## config.mk

```make
export PLATFORM = sky130hd
export DESIGN_NAME = shared_pin_mux_io_ports
export DESIGN_NICKNAME = d
export VERILOG_FILES = /design/src/verilog/pin_mux_pkg.sv /design/src/verilog/shared_pin_mux_io_ports.sv /design/src/verilog/port_pad_slice.sv
export VERILOG_INCLUDE_DIRS = /design/src /design/src/verilog
export SDC_FILE = /design/constraint.sdc
export NUM_CORES = 1
export LEC_CHECK = 0
export BUFFER_PORTS_ARGS = -buffer_cell sky130_fd_sc_hd__buf_2
export CORE_ASPECT_RATIO = 1.75
export CORE_MARGIN = 2
export CORE_UTILIZATION = 30
export DETAILED_ROUTE_END_ITERATION = 7
export GPL_ROUTABILITY_DRIVEN = 0
export GPL_TIMING_DRIVEN = 0
export PLACE_DENSITY = 0.57
export SYNTH_ARGS = -nofsm -noshare
export SYNTH_HDL_FRONTEND = slang
export SYNTH_HIERARCHICAL = 1
export SYNTH_SLANG_ARGS = --single-unit
```

## constraint.sdc

```tcl
create_clock -name REF_CLK_I -period 4.9 [get_ports REF_CLK_I]
set_input_delay 0.98 -clock REF_CLK_I [delete_from_list [all_inputs] [get_ports REF_CLK_I]]
set_output_delay 0.98 -clock REF_CLK_I [all_outputs]
set_load 0.1 [all_outputs]
```

## src/verilog/pin_mux_map.svh

```systemverilog
// Register offsets, field positions and reset values of the shared pin mux.
// Assumes a 16-bit data-space register port on the CPU side.
`ifndef PIN_MUX_MAP_SVH
`define PIN_MUX_MAP_SVH
`define PIN_SELECT_A_ADDR           16'h7090
`define PIN_SELECT_B_ADDR           16'h7092
`define PORT_A_DATA_DIRECTION_ADDR  16'h7098
`define PORT_B_DATA_DIRECTION_ADDR  16'h709A
`define PORT_C_DATA_DIRECTION_ADDR  16'h709C
`define DATA_LSB                    0
`define DIR_LSB                     8
`define PORT_A_PINS                 4
`define PORT_BC_PINS                8
`define SEL_A_PORT_A_MASK           16'h000F
`define SEL_A_PORT_B_MASK           16'hFF00
`define SEL_B_PORT_C_MASK           16'h00FD
`define PORT_A_RW_MASK              16'h0F0F
`define SELECT_RESET                16'h0000
`define PORT_RESET                  16'h0000
`define CLK_OUT_PORT_IO             2'h0
`define CLK_OUT_WATCHDOG            2'h1
`define CLK_OUT_SYSTEM              2'h2
`define CLK_OUT_CPU                 2'h3
`endif

```

## src/verilog/pin_mux_pkg.sv

```systemverilog
// Types shared by the shared pin mux files.
// Assumes the map header supplies all numbers.
package pin_mux_pkg;
  typedef logic [15:0] word_t;
  typedef enum logic [1:0] {
    CLK_SEL_PORT_IO,
    CLK_SEL_WATCHDOG,
    CLK_SEL_SYSTEM,
    CLK_SEL_CPU
  } clk_sel_t;
endpackage

```

## src/verilog/shared_pin_mux_io_ports.sv

```systemverilog
// Group1 shared pin mux with ports A, B and C and the clock-output pin.
// Assumes a synchronous 16-bit data-space register port driven by the CPU.
// Assumes port B peripherals supply their own pin drive and enable; clock sources arrive as data.
// What this block does
// - Mux bit 1 picks peripheral, 0 port
// - Direction bit 0 input, 1 output
// - Reads return pin level; writes drive outputs
// - Port bits act only under port selection
// - Select A: bits 0-3 port A, 8-15 port B
// - Select B: bits 0, 2-7 port C
// - Port A data 0-3, direction 8-11
// - Port B data 0-7, direction 8-15
// - Port C direction for pin n at n+8
// - Two-bit field chooses clock-output source
// - Port C pins 2, 3 inverted sense
// - Serial, SPI, interrupt pins stay outside here
// - Registers are 16-bit data-space words
`timescale 1ns/1ps
`include "pin_mux_map.svh"
module shared_pin_mux_io_ports (
  input  wire logic        REF_CLK_I,
  input  wire logic        RESET_N_I,
  input  wire logic [15:0] ADDR_I,
  input  wire logic [15:0] WDATA_I,
  input  wire logic        WR_I,
  input  wire logic        RD_I,
  output logic      [15:0] RDATA_O,
  input  wire logic [1:0]  CLOCK_OUTPUT_SELECT_I,
  input  wire logic        WATCHDOG_CLOCK_I,
  input  wire logic        SYSTEM_CLOCK_I,
  input  wire logic        CPU_CLOCK_I,
  input  wire logic [3:0]  PORT_A_PAD_I,
  output logic      [3:0]  PORT_A_PAD_O,
  output logic      [3:0]  PORT_A_PAD_OE_O,
  input  wire logic [7:0]  PORT_B_PAD_I,
  output logic      [7:0]  PORT_B_PAD_O,
  output logic      [7:0]  PORT_B_PAD_OE_O,
  input  wire logic [7:0]  PORT_C_PAD_I,
  output logic      [7:0]  PORT_C_PAD_O,
  output logic      [7:0]  PORT_C_PAD_OE_O,
  output logic      [3:0]  CONVERTER_INPUT_O,
  input  wire logic [7:0]  PORT_B_PERIPH_OUT_I,
  input  wire logic [7:0]  PORT_B_PERIPH_OE_I,
  output logic      [7:0]  PORT_B_PERIPH_IN_O,
  output logic             CONVERTER_START_TRIGGER_O,
  input  wire logic        EXTERNAL_FLAG_OUTPUT_I,
  output logic             BRANCH_TEST_INPUT_O,
  output logic      [3:0]  CAPTURE_INPUT_O
);
  typedef struct packed {
    pin_mux_pkg::word_t sel_a;
    pin_mux_pkg::word_t sel_b;
    pin_mux_pkg::word_t port_a;
    pin_mux_pkg::word_t port_b;
    pin_mux_pkg::word_t port_c;
    pin_mux_pkg::word_t rdata;
  } state_t;
  state_t s;
  state_t next_s;

  logic [3:0] a_din;
  logic [7:0] b_din;
  logic [7:0] c_din;
  logic [7:0] b_per_in;
  logic [7:0] c_per_in;
  logic [7:0] c_port_sel;
  logic [7:0] c_per_out;
  logic [7:0] c_per_oe;
  logic       clk_src;
  pin_mux_pkg::clk_sel_t clk_sel;
  logic [4:0] wr_hit;
  logic [4:0] rd_hit;
  logic [7:0] c_periph_view;

  // The map header must agree with the fixed pad widths of the ports
  if (`PORT_A_PINS != 4 || `PORT_BC_PINS != 8) begin : g_bad_map
    $error("shared_pin_mux_io_ports pad counts do not match the port widths");
  end

  // Packs the read-back direction bits and sampled pin data into one read word
  function automatic pin_mux_pkg::word_t port_word(input logic [7:0] dir, input logic [7:0] din);
    port_word = {dir, din};
  endfunction

  // One-hot register hit; any other address, peripheral pin registers included, hits nothing
  function automatic logic [4:0] decode_addr(input logic [15:0] addr);
    case (addr)
      `PIN_SELECT_A_ADDR:          decode_addr = 5'h01;
      `PIN_SELECT_B_ADDR:          decode_addr = 5'h02;
      `PORT_A_DATA_DIRECTION_ADDR: decode_addr = 5'h04;
      `PORT_B_DATA_DIRECTION_ADDR: decode_addr = 5'h08;
      `PORT_C_DATA_DIRECTION_ADDR: decode_addr = 5'h10;
      default:                     decode_addr = 5'h00;
    endcase
  endfunction

  // A port C peripheral input sees its pin only while the peripheral owns it
  function automatic logic [7:0] periph_view(input logic [7:0] level, input logic [7:0] port_sel);
    periph_view = level & ~port_sel;
  endfunction

  assign wr_hit = WR_I ? decode_addr(ADDR_I) : 5'h00;
  assign rd_hit = RD_I ? decode_addr(ADDR_I) : 5'h00;

  always_comb begin
    next_s = s;
    if (wr_hit[0]) begin
      next_s.sel_a = WDATA_I & (`SEL_A_PORT_A_MASK | `SEL_A_PORT_B_MASK);
    end
    if (wr_hit[1]) begin
      next_s.sel_b = WDATA_I & `SEL_B_PORT_C_MASK;
    end
    if (wr_hit[2]) begin
      next_s.port_a = WDATA_I & `PORT_A_RW_MASK;
    end
    if (wr_hit[3]) begin
      next_s.port_b = WDATA_I;
    end
    if (wr_hit[4]) begin
      next_s.port_c = WDATA_I;
    end
    // A read in the same cycle as a write returns the old value
    case (rd_hit)
      5'h01:   next_s.rdata = s.sel_a;
      5'h02:   next_s.rdata = s.sel_b;
      5'h04:   next_s.rdata = port_word({4'h0, s.port_a[11:8]}, {4'h0, a_din});
      5'h08:   next_s.rdata = port_word(s.port_b[15:8], b_din);
      5'h10:   next_s.rdata = port_word(s.port_c[15:8], c_din);
      default: next_s.rdata = 16'h0000;
    endcase
    // After reset all mux bits are 0: port pins are inputs, C2 drives the flag, C3 feeds branch
    if (!RESET_N_I) begin
      next_s = '0;
    end
  end

  always_ff @(posedge REF_CLK_I) begin
    s <= next_s;
  end

  assign RDATA_O = s.rdata;

  // Port A: converter inputs have no output side
  logic [3:0] a_din_raw;
  port_pad_slice #(.WIDTH(`PORT_A_PINS)) u_port_a (
    .REF_CLK_I    (REF_CLK_I),
    .RESET_N_I    (RESET_N_I),
    .port_sel_i   (~s.sel_a[3:0]),
    .dir_i        (s.port_a[11:8]),
    .dout_i       (s.port_a[3:0]),
    .periph_out_i (4'h0),
    .periph_oe_i  (4'h0),
    .pad_in_i     (PORT_A_PAD_I),
    .pad_out_o    (PORT_A_PAD_O),
    .pad_oe_o     (PORT_A_PAD_OE_O),
    .periph_in_o  (CONVERTER_INPUT_O),
    .din_o        (a_din_raw)
  );
  assign a_din = a_din_raw;

  // Port B: compare and timer outputs drive through the peripheral's own enables
  port_pad_slice #(.WIDTH(`PORT_BC_PINS)) u_port_b (
    .REF_CLK_I    (REF_CLK_I),
    .RESET_N_I    (RESET_N_I),
    .port_sel_i   (~s.sel_a[15:8]),
    .dir_i        (s.port_b[15:8]),
    .dout_i       (s.port_b[7:0]),
    .periph_out_i (PORT_B_PERIPH_OUT_I),
    .periph_oe_i  (PORT_B_PERIPH_OE_I),
    .pad_in_i     (PORT_B_PAD_I),
    .pad_out_o    (PORT_B_PAD_O),
    .pad_oe_o     (PORT_B_PAD_OE_O),
    .periph_in_o  (b_per_in),
    .din_o        (b_din)
  );
  assign PORT_B_PERIPH_IN_O = b_per_in;

  // Pin 1 is port I/O only when the clock field is zero; pins 2, 3 inverted
  assign clk_sel = pin_mux_pkg::clk_sel_t'(CLOCK_OUTPUT_SELECT_I);
  always_comb begin
    c_port_sel    = ~s.sel_b[7:0];
    c_port_sel[1] = (CLOCK_OUTPUT_SELECT_I == `CLK_OUT_PORT_IO);
    c_port_sel[2] = s.sel_b[2];
    c_port_sel[3] = s.sel_b[3];
    case (clk_sel)
      pin_mux_pkg::CLK_SEL_WATCHDOG: clk_src = WATCHDOG_CLOCK_I;
      pin_mux_pkg::CLK_SEL_SYSTEM:   clk_src = SYSTEM_CLOCK_I;
      pin_mux_pkg::CLK_SEL_CPU:      clk_src = CPU_CLOCK_I;
      // Field 00 leaves pin 1 to the port, so no clock is offered there
      default:                       clk_src = 1'b0;
    endcase
    c_per_out    = 8'h00;
    c_per_oe     = 8'h00;
    c_per_out[1] = clk_src;
    c_per_oe[1]  = 1'b1;
    c_per_out[2] = EXTERNAL_FLAG_OUTPUT_I;
    c_per_oe[2]  = 1'b1;
  end

  // Port C: only the flag and clock pins have a peripheral driver
  port_pad_slice #(.WIDTH(`PORT_BC_PINS)) u_port_c (
    .REF_CLK_I    (REF_CLK_I),
    .RESET_N_I    (RESET_N_I),
    .port_sel_i   (c_port_sel),
    .dir_i        (s.port_c[15:8]),
    .dout_i       (s.port_c[7:0]),
    .periph_out_i (c_per_out),
    .periph_oe_i  (c_per_oe),
    .pad_in_i     (PORT_C_PAD_I),
    .pad_out_o    (PORT_C_PAD_O),
    .pad_oe_o     (PORT_C_PAD_OE_O),
    .periph_in_o  (c_per_in),
    .din_o        (c_din)
  );

  // Pins 1 and 2 feed no peripheral input, so their view bits stay unused
  assign c_periph_view             = periph_view(c_per_in, c_port_sel);
  assign CONVERTER_START_TRIGGER_O = c_periph_view[0];
  assign BRANCH_TEST_INPUT_O       = c_periph_view[3];
  assign CAPTURE_INPUT_O           = c_periph_view[7:4];

  // Group2 pins (serial, SPI, external interrupts) are not routed here; their own registers rule them
endmodule

```

## src/verilog/port_pad_slice.sv

```systemverilog
// One port of WIDTH pad slices, 1 to 8: mux, direction, output data and input sampling.
// Assumes pads resolved by the surroundings from the output enables.
`timescale 1ns/1ps
module port_pad_slice #(
  parameter int WIDTH = 8
) (
  input  wire logic             REF_CLK_I,
  input  wire logic             RESET_N_I,
  input  wire logic [WIDTH-1:0] port_sel_i,
  input  wire logic [WIDTH-1:0] dir_i,
  input  wire logic [WIDTH-1:0] dout_i,
  input  wire logic [WIDTH-1:0] periph_out_i,
  input  wire logic [WIDTH-1:0] periph_oe_i,
  input  wire logic [WIDTH-1:0] pad_in_i,
  output logic      [WIDTH-1:0] pad_out_o,
  output logic      [WIDTH-1:0] pad_oe_o,
  output logic      [WIDTH-1:0] periph_in_o,
  output logic      [WIDTH-1:0] din_o
);
  // A port never carries more than eight pins
  if (WIDTH < 1 || WIDTH > 8) begin : g_bad_width
    $error("port_pad_slice WIDTH must be 1 to 8");
  end

  typedef struct packed {
    logic [WIDTH-1:0] sample;
  } state_t;
  state_t s;
  state_t next_s;

  always_comb begin
    next_s = s;
    next_s.sample = pad_in_i;
    if (!RESET_N_I) begin
      next_s = '0;
    end
  end

  always_ff @(posedge REF_CLK_I) begin
    s <= next_s;
  end

  always_comb begin
    for (int i = 0; i < WIDTH; i++) begin
      if (port_sel_i[i]) begin
        pad_out_o[i] = dout_i[i];
        pad_oe_o[i]  = dir_i[i];
      end else begin
        pad_out_o[i] = periph_out_i[i];
        pad_oe_o[i]  = periph_oe_i[i];
      end
    end
  end

  assign periph_in_o = pad_in_i;
  assign din_o       = s.sample;
endmodule

```

Word level (Yosys, flattened, before mapping)
Index checks and enable logic that the tools add are counted.
- multiplexer cells: 45
- reductions and logical operators: 1
- equal/unequal tests: 13
- bitwise operators: 5
- operator list (cell ; number):
    $eq A16 B15 Y1 const B ; 5
    $pmux W16 S5 ; 1
    $mux W1 ; 40
    $pmux W5 S5 ; 1
    $not A8 Y8 ; 3
    $mux W5 ; 2
    $and A8 B8 Y8 ; 1
    $eq A5 B1 Y1 const B ; 1
    $eq A5 B2 Y1 const B ; 1
    $eq A5 B3 Y1 const B ; 1
    $eq A5 B4 Y1 const B ; 1
    $eq A5 B5 Y1 const B ; 1
    $eq A2 B2 Y1 const B ; 2
    $not A4 Y4 ; 1
    $pmux W1 S3 ; 1
    $eq A2 B1 Y1 const B ; 1
    $logic_not A2 Y1 ; 1
- bits in registers: 95
- input bits: 78
- logic and storage cells: 73
- output and inout port bits: 74

Logic depth before layout (Yosys ltp)
Gate-level depths: netlist of run 1.
- depth in word-level cells: 5
- gate-level depth with buffers: 7
- gate-level depth less buffers: 4

Modules after synthesis
The synthesis of run 1 kept the hierarchy.
- by module, submodules not included (module ; sequential area each (um2) ; times used ; area each (um2) ; cells an instance):
    shared_pin_mux_io_ports ; 1501.4 ; 1 ; 3475.8 ; 379
    port_pad_slice at u_port_b ... ; 160.2 ; 2 ; 503.0 ; 40
    port_pad_slice at u_port_a ; 80.1 ; 1 ; 247.7 ; 20

Least setup slack after synthesis of run 1
No wires, ideal clock.
- path type: input -> output
- from: input port PORT_C_PAD_I[3]
- to: output port BRANCH_TEST_INPUT_O
- path slack: 1513 ps
- arrival: 2407 ps
- data required time: 3920 ps
- path buffers: 1
- stages: 2
- cell sequence: buf_4 -> nor2b_1
- word-level cells in the longest chain between the ends: 1
- ends and longest elaborated chain (element ; RTL line ; source):
    from (decl) ; shared_pin_mux_io_ports.sv:38 ; input wire logic [7:0] PORT_C_PAD_I,
    $and A8 B8 Y8 ; shared_pin_mux_io_ports.sv:99 ; periph_view = level & ~port_sel;
    to (decl) ; shared_pin_mux_io_ports.sv:47 ; output logic BRANCH_TEST_INPUT_O,
Every way passes these cells.

Worst setup path after layout of run 1
- from: input port CLOCK_OUTPUT_SELECT_I[1]
- to: output port PORT_C_PAD_O[1]
- word-level cells in the longest chain between the ends: 3
- elaborated cells on any way between the ends: 6
- classes of those cells: 3 x eq/ne; 2 x mux; 1 x reduce/logical
- ends and longest elaborated chain (element ; RTL line ; source):
    from (decl) ; shared_pin_mux_io_ports.sv:28 ; input wire logic [1:0] CLOCK_OUTPUT_SELECT_I,
    $eq A2 B2 Y1 or $eq A2 B1 Y1 (tied branches) ; shared_pin_mux_io_ports.sv:185 ; case (clk_sel)
    $pmux W1 S3 (*) ; shared_pin_mux_io_ports.sv:185 ;
    net clk_src ; shared_pin_mux_io_ports.sv:69 ; logic clk_src;
    $mux W1 (*) ; port_pad_slice.sv:45 ; if (port_sel_i[i]) begin
    to (decl) ; shared_pin_mux_io_ports.sv:39 ; output logic [7:0] PORT_C_PAD_O,
The timed path passes the listed nets; every way through them passes the cells marked *.

==> results of run 1 <==
[layout make-up]
| cell class | count | area [um^2] | area share [%] |
|---|---|---|---|
| timing repair buffer | 151 | 756 | 12.4 |
| multi-input combinational | 325 | 2430 | 39.9 |
| buffer | 58 | 390 | 6.42 |
| clock inverter | 5 | 63.8 | 1.05 |
| tap | 186 | 233 | 3.82 |
| sequential | 95 | 1900 | 31.3 |
| inverter | 19 | 71.3 | 1.17 |
| clock buffer | 11 | 243 | 3.99 |
[power by group through the flow]
stage	sequential [W]	clock, W	combinational [W]
final	0.000783	0.000724	0.000188
after global routing	0.000783	0.000764	0.000200
after CTS	0.000783	0.000734	0.000190
after detailed placement	0.000800	0	0.000189
after global placement	0.000800	0	0.000187
after floorplan	0.000800	0	0.000124
[registers in the layout, indices dropped and copies added (netlist names)]
| signal | count |
|---|---|
| s | 57 |
| RDATA_O | 16 |
| u_port_b/din_o | 8 |
| u_port_c/din_o | 8 |
| u_port_a/din_o | 4 |
| c_port_sel | 2 |
[routing by layer]
metal,routed length (um),GRT usage [%],vias to the layer above
met2,8330,33.3,128
met4,549,8.46,0
met3,630,2.71,25
met5,0,0,-
met1,4900,16.4,1864
li1,-,-,1921
[worst min path at each step]
stage | slack, ns | to | startpoint | cells past startpoint
detailed placement | 0.44 | RDATA_O[1] | u_port_c/din_o[1] | 2
global placement | 0.44 | RDATA_O[1] | u_port_c/din_o[1] | 2
finish | 0.45 | RDATA_O[1] | u_port_c/din_o[1] | 2
global route | 0.47 | RDATA_O[4] | u_port_c/din_o[4] | 2
floorplan | 0.43 | RDATA_O[4] | u_port_c/din_o[4] | 2
CTS | 0.45 | RDATA_O[1] | u_port_c/din_o[1] | 2
[per-stage QoR]
stage	hold slack, ns	util, %
after floorplan	0.428	-
after global placement	0.437	37.5
after detailed placement	0.436	37.5
after CTS	0.447	39.5
after global routing	0.474	39.5
final	0.451	39.5
[worst max-delay path: stages]
cell     delay [ns]
buf_2          0.10
mux2_2         0.32
nand2_1        0.06
o21ai_0        0.07
mux2_4         0.26
buf_2          0.29
==> summary.md, run 1 <==
| Metric | Value |
|---|---|
| Outcome | `complete, no violations` |
| Hpwl dp | `11700 um` |
| Antenna viol nets, final | `0` |
| Root buffer cell | `clkbuf_16` |
| Final Hold Fails | `0` |
| # diodes | `0` |
| Final WS setup | `1.83 ns` |
| Grt total ovfl | `0` |
| Final number of setup-violating endpoints | `0` |
| Power per cell area | `278 mW/mm^2` |
| Post-Place Worst Slack | `1.72 ns` |
| Drt drc | `0` |
| Switch share | `26.0%` |
| Placed Instances | `834` |
| Setup repair bufs after CTS | `0` |
| R2R Setup Slk | `3.77 ns` |
| DP Area | `0.00578 mm^2` |
| Clk sinks | `95` |
| Rows | `60` |
| Most frequent cells in the layout | `154 x buf_2, 95 x dfxtp_1, 83 x nand2_1, 62 x mux2i_1, 36 x buf_4` |
| Crit path to | `PORT_C_PAD_O[1]` |
| Clk_skew | `0.00601 ns` |
| Bufs on Longest Clock Path | `2` |
| Fillers | `1567` |
| Area growth syn-to-layout | `29.1%` |
| CP Capture Type | `output pin` |
| CP Data Required Time | `3.92 ns` |
| Reg2reg start | `c_port_sel[3]` |
| CTS Hold Bufs | `0` |
| Core area | `0.0154 mm^2` |
| Post-Syn Area | `0.00471 mm^2` |
| WL/cell | `17.0 um` |
| Crit path kind | `input port to output pin` |
| First-pass GRT wire length | `21400 um` |
| Port bufs | `151` |
| Period minus WS final | `3.07 ns` |
| Worst R2R Path Depth | `3` |
| Worst-path fanout max | `3` |
| Largest net degree at the start of global routing | `22` |
| Max-cap violations | `0` |
| Max_slew headroom | `36.7%` |
| Initial core utilization | `30.6%` |
| Final Non-Filler Cells | `850` |
| Max IR drop VDD | `0.181 mV` |
| Sequential share of power | `46.2%` |
| Via count | `3938` |
| Cells after Synth | `477` |
| Slew Limit Fails | `0` |
| RSZ-0062 raised after global routing | `false` |
| Vias in the first global route | `4098` |
| Post-route cell area | `0.00608 mm^2` |
| Clock group share of total power | `42.7%` |
| Critical Path Start | `CLOCK_OUTPUT_SELECT_I[1]` |
| H-tree levels | `3` |
| Area of the die | `0.0168 mm^2` |
| Tot GR Track Use | `16.9%` |
| Worst-path clk slew | `0.07 ns` |
| Psw | `0.000440 W` |
| DRT Pass-1 Iters | `4` |
| R2r endpoint | `RDATA_O[3]` |
| DRT iter0 DRCs | `126` |
| Post-cts sizing count | `0` |
| Data arrival, critical path | `2.09 ns` |
| WL final | `14400 um` |
| Die Height | `170 um` |
| Startpoint class of the critical path | `input port` |
| Share of cells above drive strength 1 | `38.1%` |
| Via density | `4.63` |
| Mean Syn Cell Area | `9.88 um^2` |
| Die W | `98.8 um` |
| Pin slew with the least headroom to its limit | `0.936 ns` |
| Fin crit share | `62.7%` |
| Initial antenna violation count | `0` |
| Fmax | `325 MHz` |
| Comb power frac | `11.1%` |
| Synth warn | `6` |
| Tightest Hold Check Type | `flip-flop to flip-flop` |
| IO Count | `152` |
| Leak | `2.97 nW` |
| Clock latency on the worst-skew pair | `0.35 ns` |
| Power Total | `0.00169 W` |
| Cts bufs inserted | `9` |
| CTS tree | `yes` |
| Most common cell after layout, fill and taps aside | `buf_2` |
| Nets@finish | `737` |
| Internal | `0.00125 W` |
| Setup TNS | `0 ns` |
Note: power is estimated with default switching activity, not from simulation.
==> run 2: changes to the inputs <==
- PLACE_DENSITY: 0.57 -> 0.59
- clock period: 4.9 -> 2.59 ns (I/O delays scaled with it)
==> run 2 against run 1 <==
First-iteration DRC count rose by 21%; final cell count did not move; worst setup slack got worse by 1.7 ns; flip-flop and latch count did not move; die area did not move; sequential power rose by 89%; global-route usage rose by 0.15 points; count of clock-buffer cells in the layout rose by 1; combinational power rose by 90%; clock power rose by 86%; sequential share of layout area barely moved; register-to-register slack got worse by 2.3 ns; largest power group unchanged; highest routed layer unchanged.
==> summary.md, run 2 (same netlist as run 1, synthesis figures left out) <==
| Metric | Value |
|---|---|
| Tot GR Track Use | `17.0% (+0.15 points)` |
| Share of cells above drive strength 1 | `38.0% (-0.15 points)` |
| Fillers | `1557 (-0.64%)` |
| Grt met3 use | `2.55% (-0.16 points)` |
| Critical path's most frequent cell | `buf_2` |
| Via density | `4.62 (-0.38%)` |
| Max_slew headroom | `33.7% (-3.0 points)` |
| Core area | `0.0154 mm^2 (unchanged)` |
| Clk_skew | `0.00673 ns (+0.000730 ns)` |
| Max IR drop VDD | `0.295 mV (+63%)` |
| CP Data Required Time | `2.86 ns (-1.06 ns)` |
| Slew Limit Fails | `0 (unchanged)` |
| WL final | `14500 um (+0.37%)` |
| DRT iter0 DRCs | `153 (+21%)` |
| Hpwl dp | `11700 um (+0.45%)` |
| Bufs on Longest Clock Path | `2 (unchanged)` |
| Global route hottest layer | `met2` |
| Largest net degree at the start of global routing | `22 (unchanged)` |
| Fmax | `400 MHz` |
| Fin crit share | `96.6%` |
| Die W | `98.8 um (unchanged)` |
| Outcome | `complete, no violations` |
| CP max stage cell | `nor4bb_1` |
| Clock latency on the worst-skew pair | `0.34 ns (about the same)` |
| Leak | `2.97 nW (about the same)` |
| Grt met1 use | `16.8% (+0.39 points)` |
| DRT Pass-1 Iters | `4 (unchanged)` |
| Post-cts sizing count | `0 (unchanged)` |
| Data arrival, critical path | `2.77 ns (+0.68 ns)` |
| Worst-path clk slew | `0.07 ns (about the same)` |
| CP cell instances | `buf_2 > nor4bb_1 > and2_0 > and3_1 > buf_2 > buf_4 > mux2i_1` |
| Nets@finish | `737 (unchanged)` |
| IO Count | `152 (unchanged)` |
| Storage element area | `0.00190 mm^2 (unchanged)` |
| Setup repair bufs after CTS | `0 (unchanged)` |
| Antenna viol nets, final | `0 (unchanged)` |
| CP Capture Type | `flip-flop` |
| Power Total | `0.00319 W (+88%)` |
| Rows | `60 (unchanged)` |
| Area of the die | `0.0168 mm^2 (unchanged)` |
| Vias in the first global route | `4126 (+0.68%)` |
| Most frequent cells in the layout | `154 x buf_2, 95 x dfxtp_1, 83 x nand2_1, 62 x mux2i_1, 36 x buf_4` |
| Slowest Stage Delay on Critical Path | `0.69 ns (+0.37 ns)` |
| Power per cell area | `525 mW/mm^2 (+88%)` |
| Area growth syn-to-layout | `28.9%` |
| Bufs and invs on worst path | `3 (+1)` |
| Crit path kind | `input port to flip-flop` |
| CTS tree | `yes` |
| Port bufs | `151 (unchanged)` |
| GR Layer Usage met2 | `34.1% (+0.76 points)` |
| Final Hold Fails | `0 (unchanged)` |
| Grt total ovfl | `0 (unchanged)` |
| Final hold slack | `0.388 ns (-0.0633 ns)` |
| Final number of setup-violating endpoints | `0 (unchanged)` |
| Area of the multi-input gates | `0.00243 mm^2 (unchanged)` |
| Tightest Hold Check Type | `input port to flip-flop` |
| Startpoint class of the critical path | `input port` |
| Period minus WS final | `2.50 ns` |
| Initial core utilization | `30.6% (unchanged)` |
| First-pass GRT wire length | `21700 um (+1.4%)` |
| Clk sinks | `95 (unchanged)` |
| Die Height | `170 um (unchanged)` |
| Most common cell after layout, fill and taps aside | `buf_2` |
| Biggest register | `s` |
| CTS Hold Bufs | `0 (unchanged)` |
| Via count | `3923 (-0.38%)` |
| # diodes | `0 (unchanged)` |
| Worst-path fanout max | `10 (+7)` |
| Drt drc | `0 (unchanged)` |
| WL/cell | `17.0 um (+0.37%)` |
| Max-cap violations | `0 (unchanged)` |
| H-tree levels | `3 (unchanged)` |
| Cts bufs inserted | `9 (unchanged)` |
| Root buffer cell | `clkbuf_16` |
| Largest register FFs | `57 (unchanged)` |
| CP delay by family, top | `simple AND/OR/NAND/NOR gates` |
| Initial antenna violation count | `0 (unchanged)` |
| Pin slew with the least headroom to its limit | `0.981 ns (+0.0447 ns)` |
| RSZ-0062 raised after global routing | `false` |
==> run 2: changes by cell type in the layout (fill, tap and decap cells not counted) <==
cell,delta
clkinvlp_4,-1
clkinv_4,-1
clkinv_2,+1
clkbuf_1,+1
==> run 2: layout make-up <==
cell class	instances	share of cell area, %
clock buffers	12	4.06
clock inverters	4	0.865
inverters	19	1.17
flip-flops and latches	95	31.3
plain buffers	58	6.42
repair buffers	151	12.4
well taps	186	3.83
multi-input cells	325	39.9
==> run 2: final timing paths <==
check,start,end,slack [ns],cells past startpoint
worst max-delay path,ADDR_I[5],s[29],0.09,7
worst min-delay path,PORT_C_PAD_I[2],u_port_c/din_o[2],0.39,2
worst max register to register,c_port_sel[3],RDATA_O[3],1.45,3
worst min register to register,u_port_c/din_o[1],RDATA_O[1],0.45,2
==> run 2: worst register-to-register path: stages, from the launching register on <==
cell and delay, ns:
dfxtp_1 0.39, mux4_2 0.47, nand3_1 0.10, a21boi_1 0.07
==> run 2: power by group <==
part | switching, W | leakage [nW] | internal [W]
combinational | 0.000245 | 2.06 | 0.000113
sequential | 0.00000430 | 0.770 | 0.00148
clock | 0.000569 | 0.148 | 0.000782
total | 0.000818 | 2.97 | 0.00237
==> run 2: routing by layer <==
layer  vias up  share of wire, %
met2       106                59
li1       1922                 -
met4         0               3.3
met3        23               3.2
met5         -                 0
met1      1872                35
==> run 2: through the flow <==
stage | setup WS, ns | instance area (um^2) | cells | TNS [ns] | util (%)
after global placement | -0.0944 | 5780 | 834 | -0.896 | 37.5
after floorplan | 0.127 | 4790 | 497 | 0 | -
after detailed placement | -0.193 | 5780 | 834 | -1.80 | 37.5
after global routing | 0.0203 | 6080 | 850 | 0 | 39.5
final | 0.0889 | 6080 | 850 | 0 | 39.5
after CTS | 0.151 | 6080 | 850 | 0 | 39.5
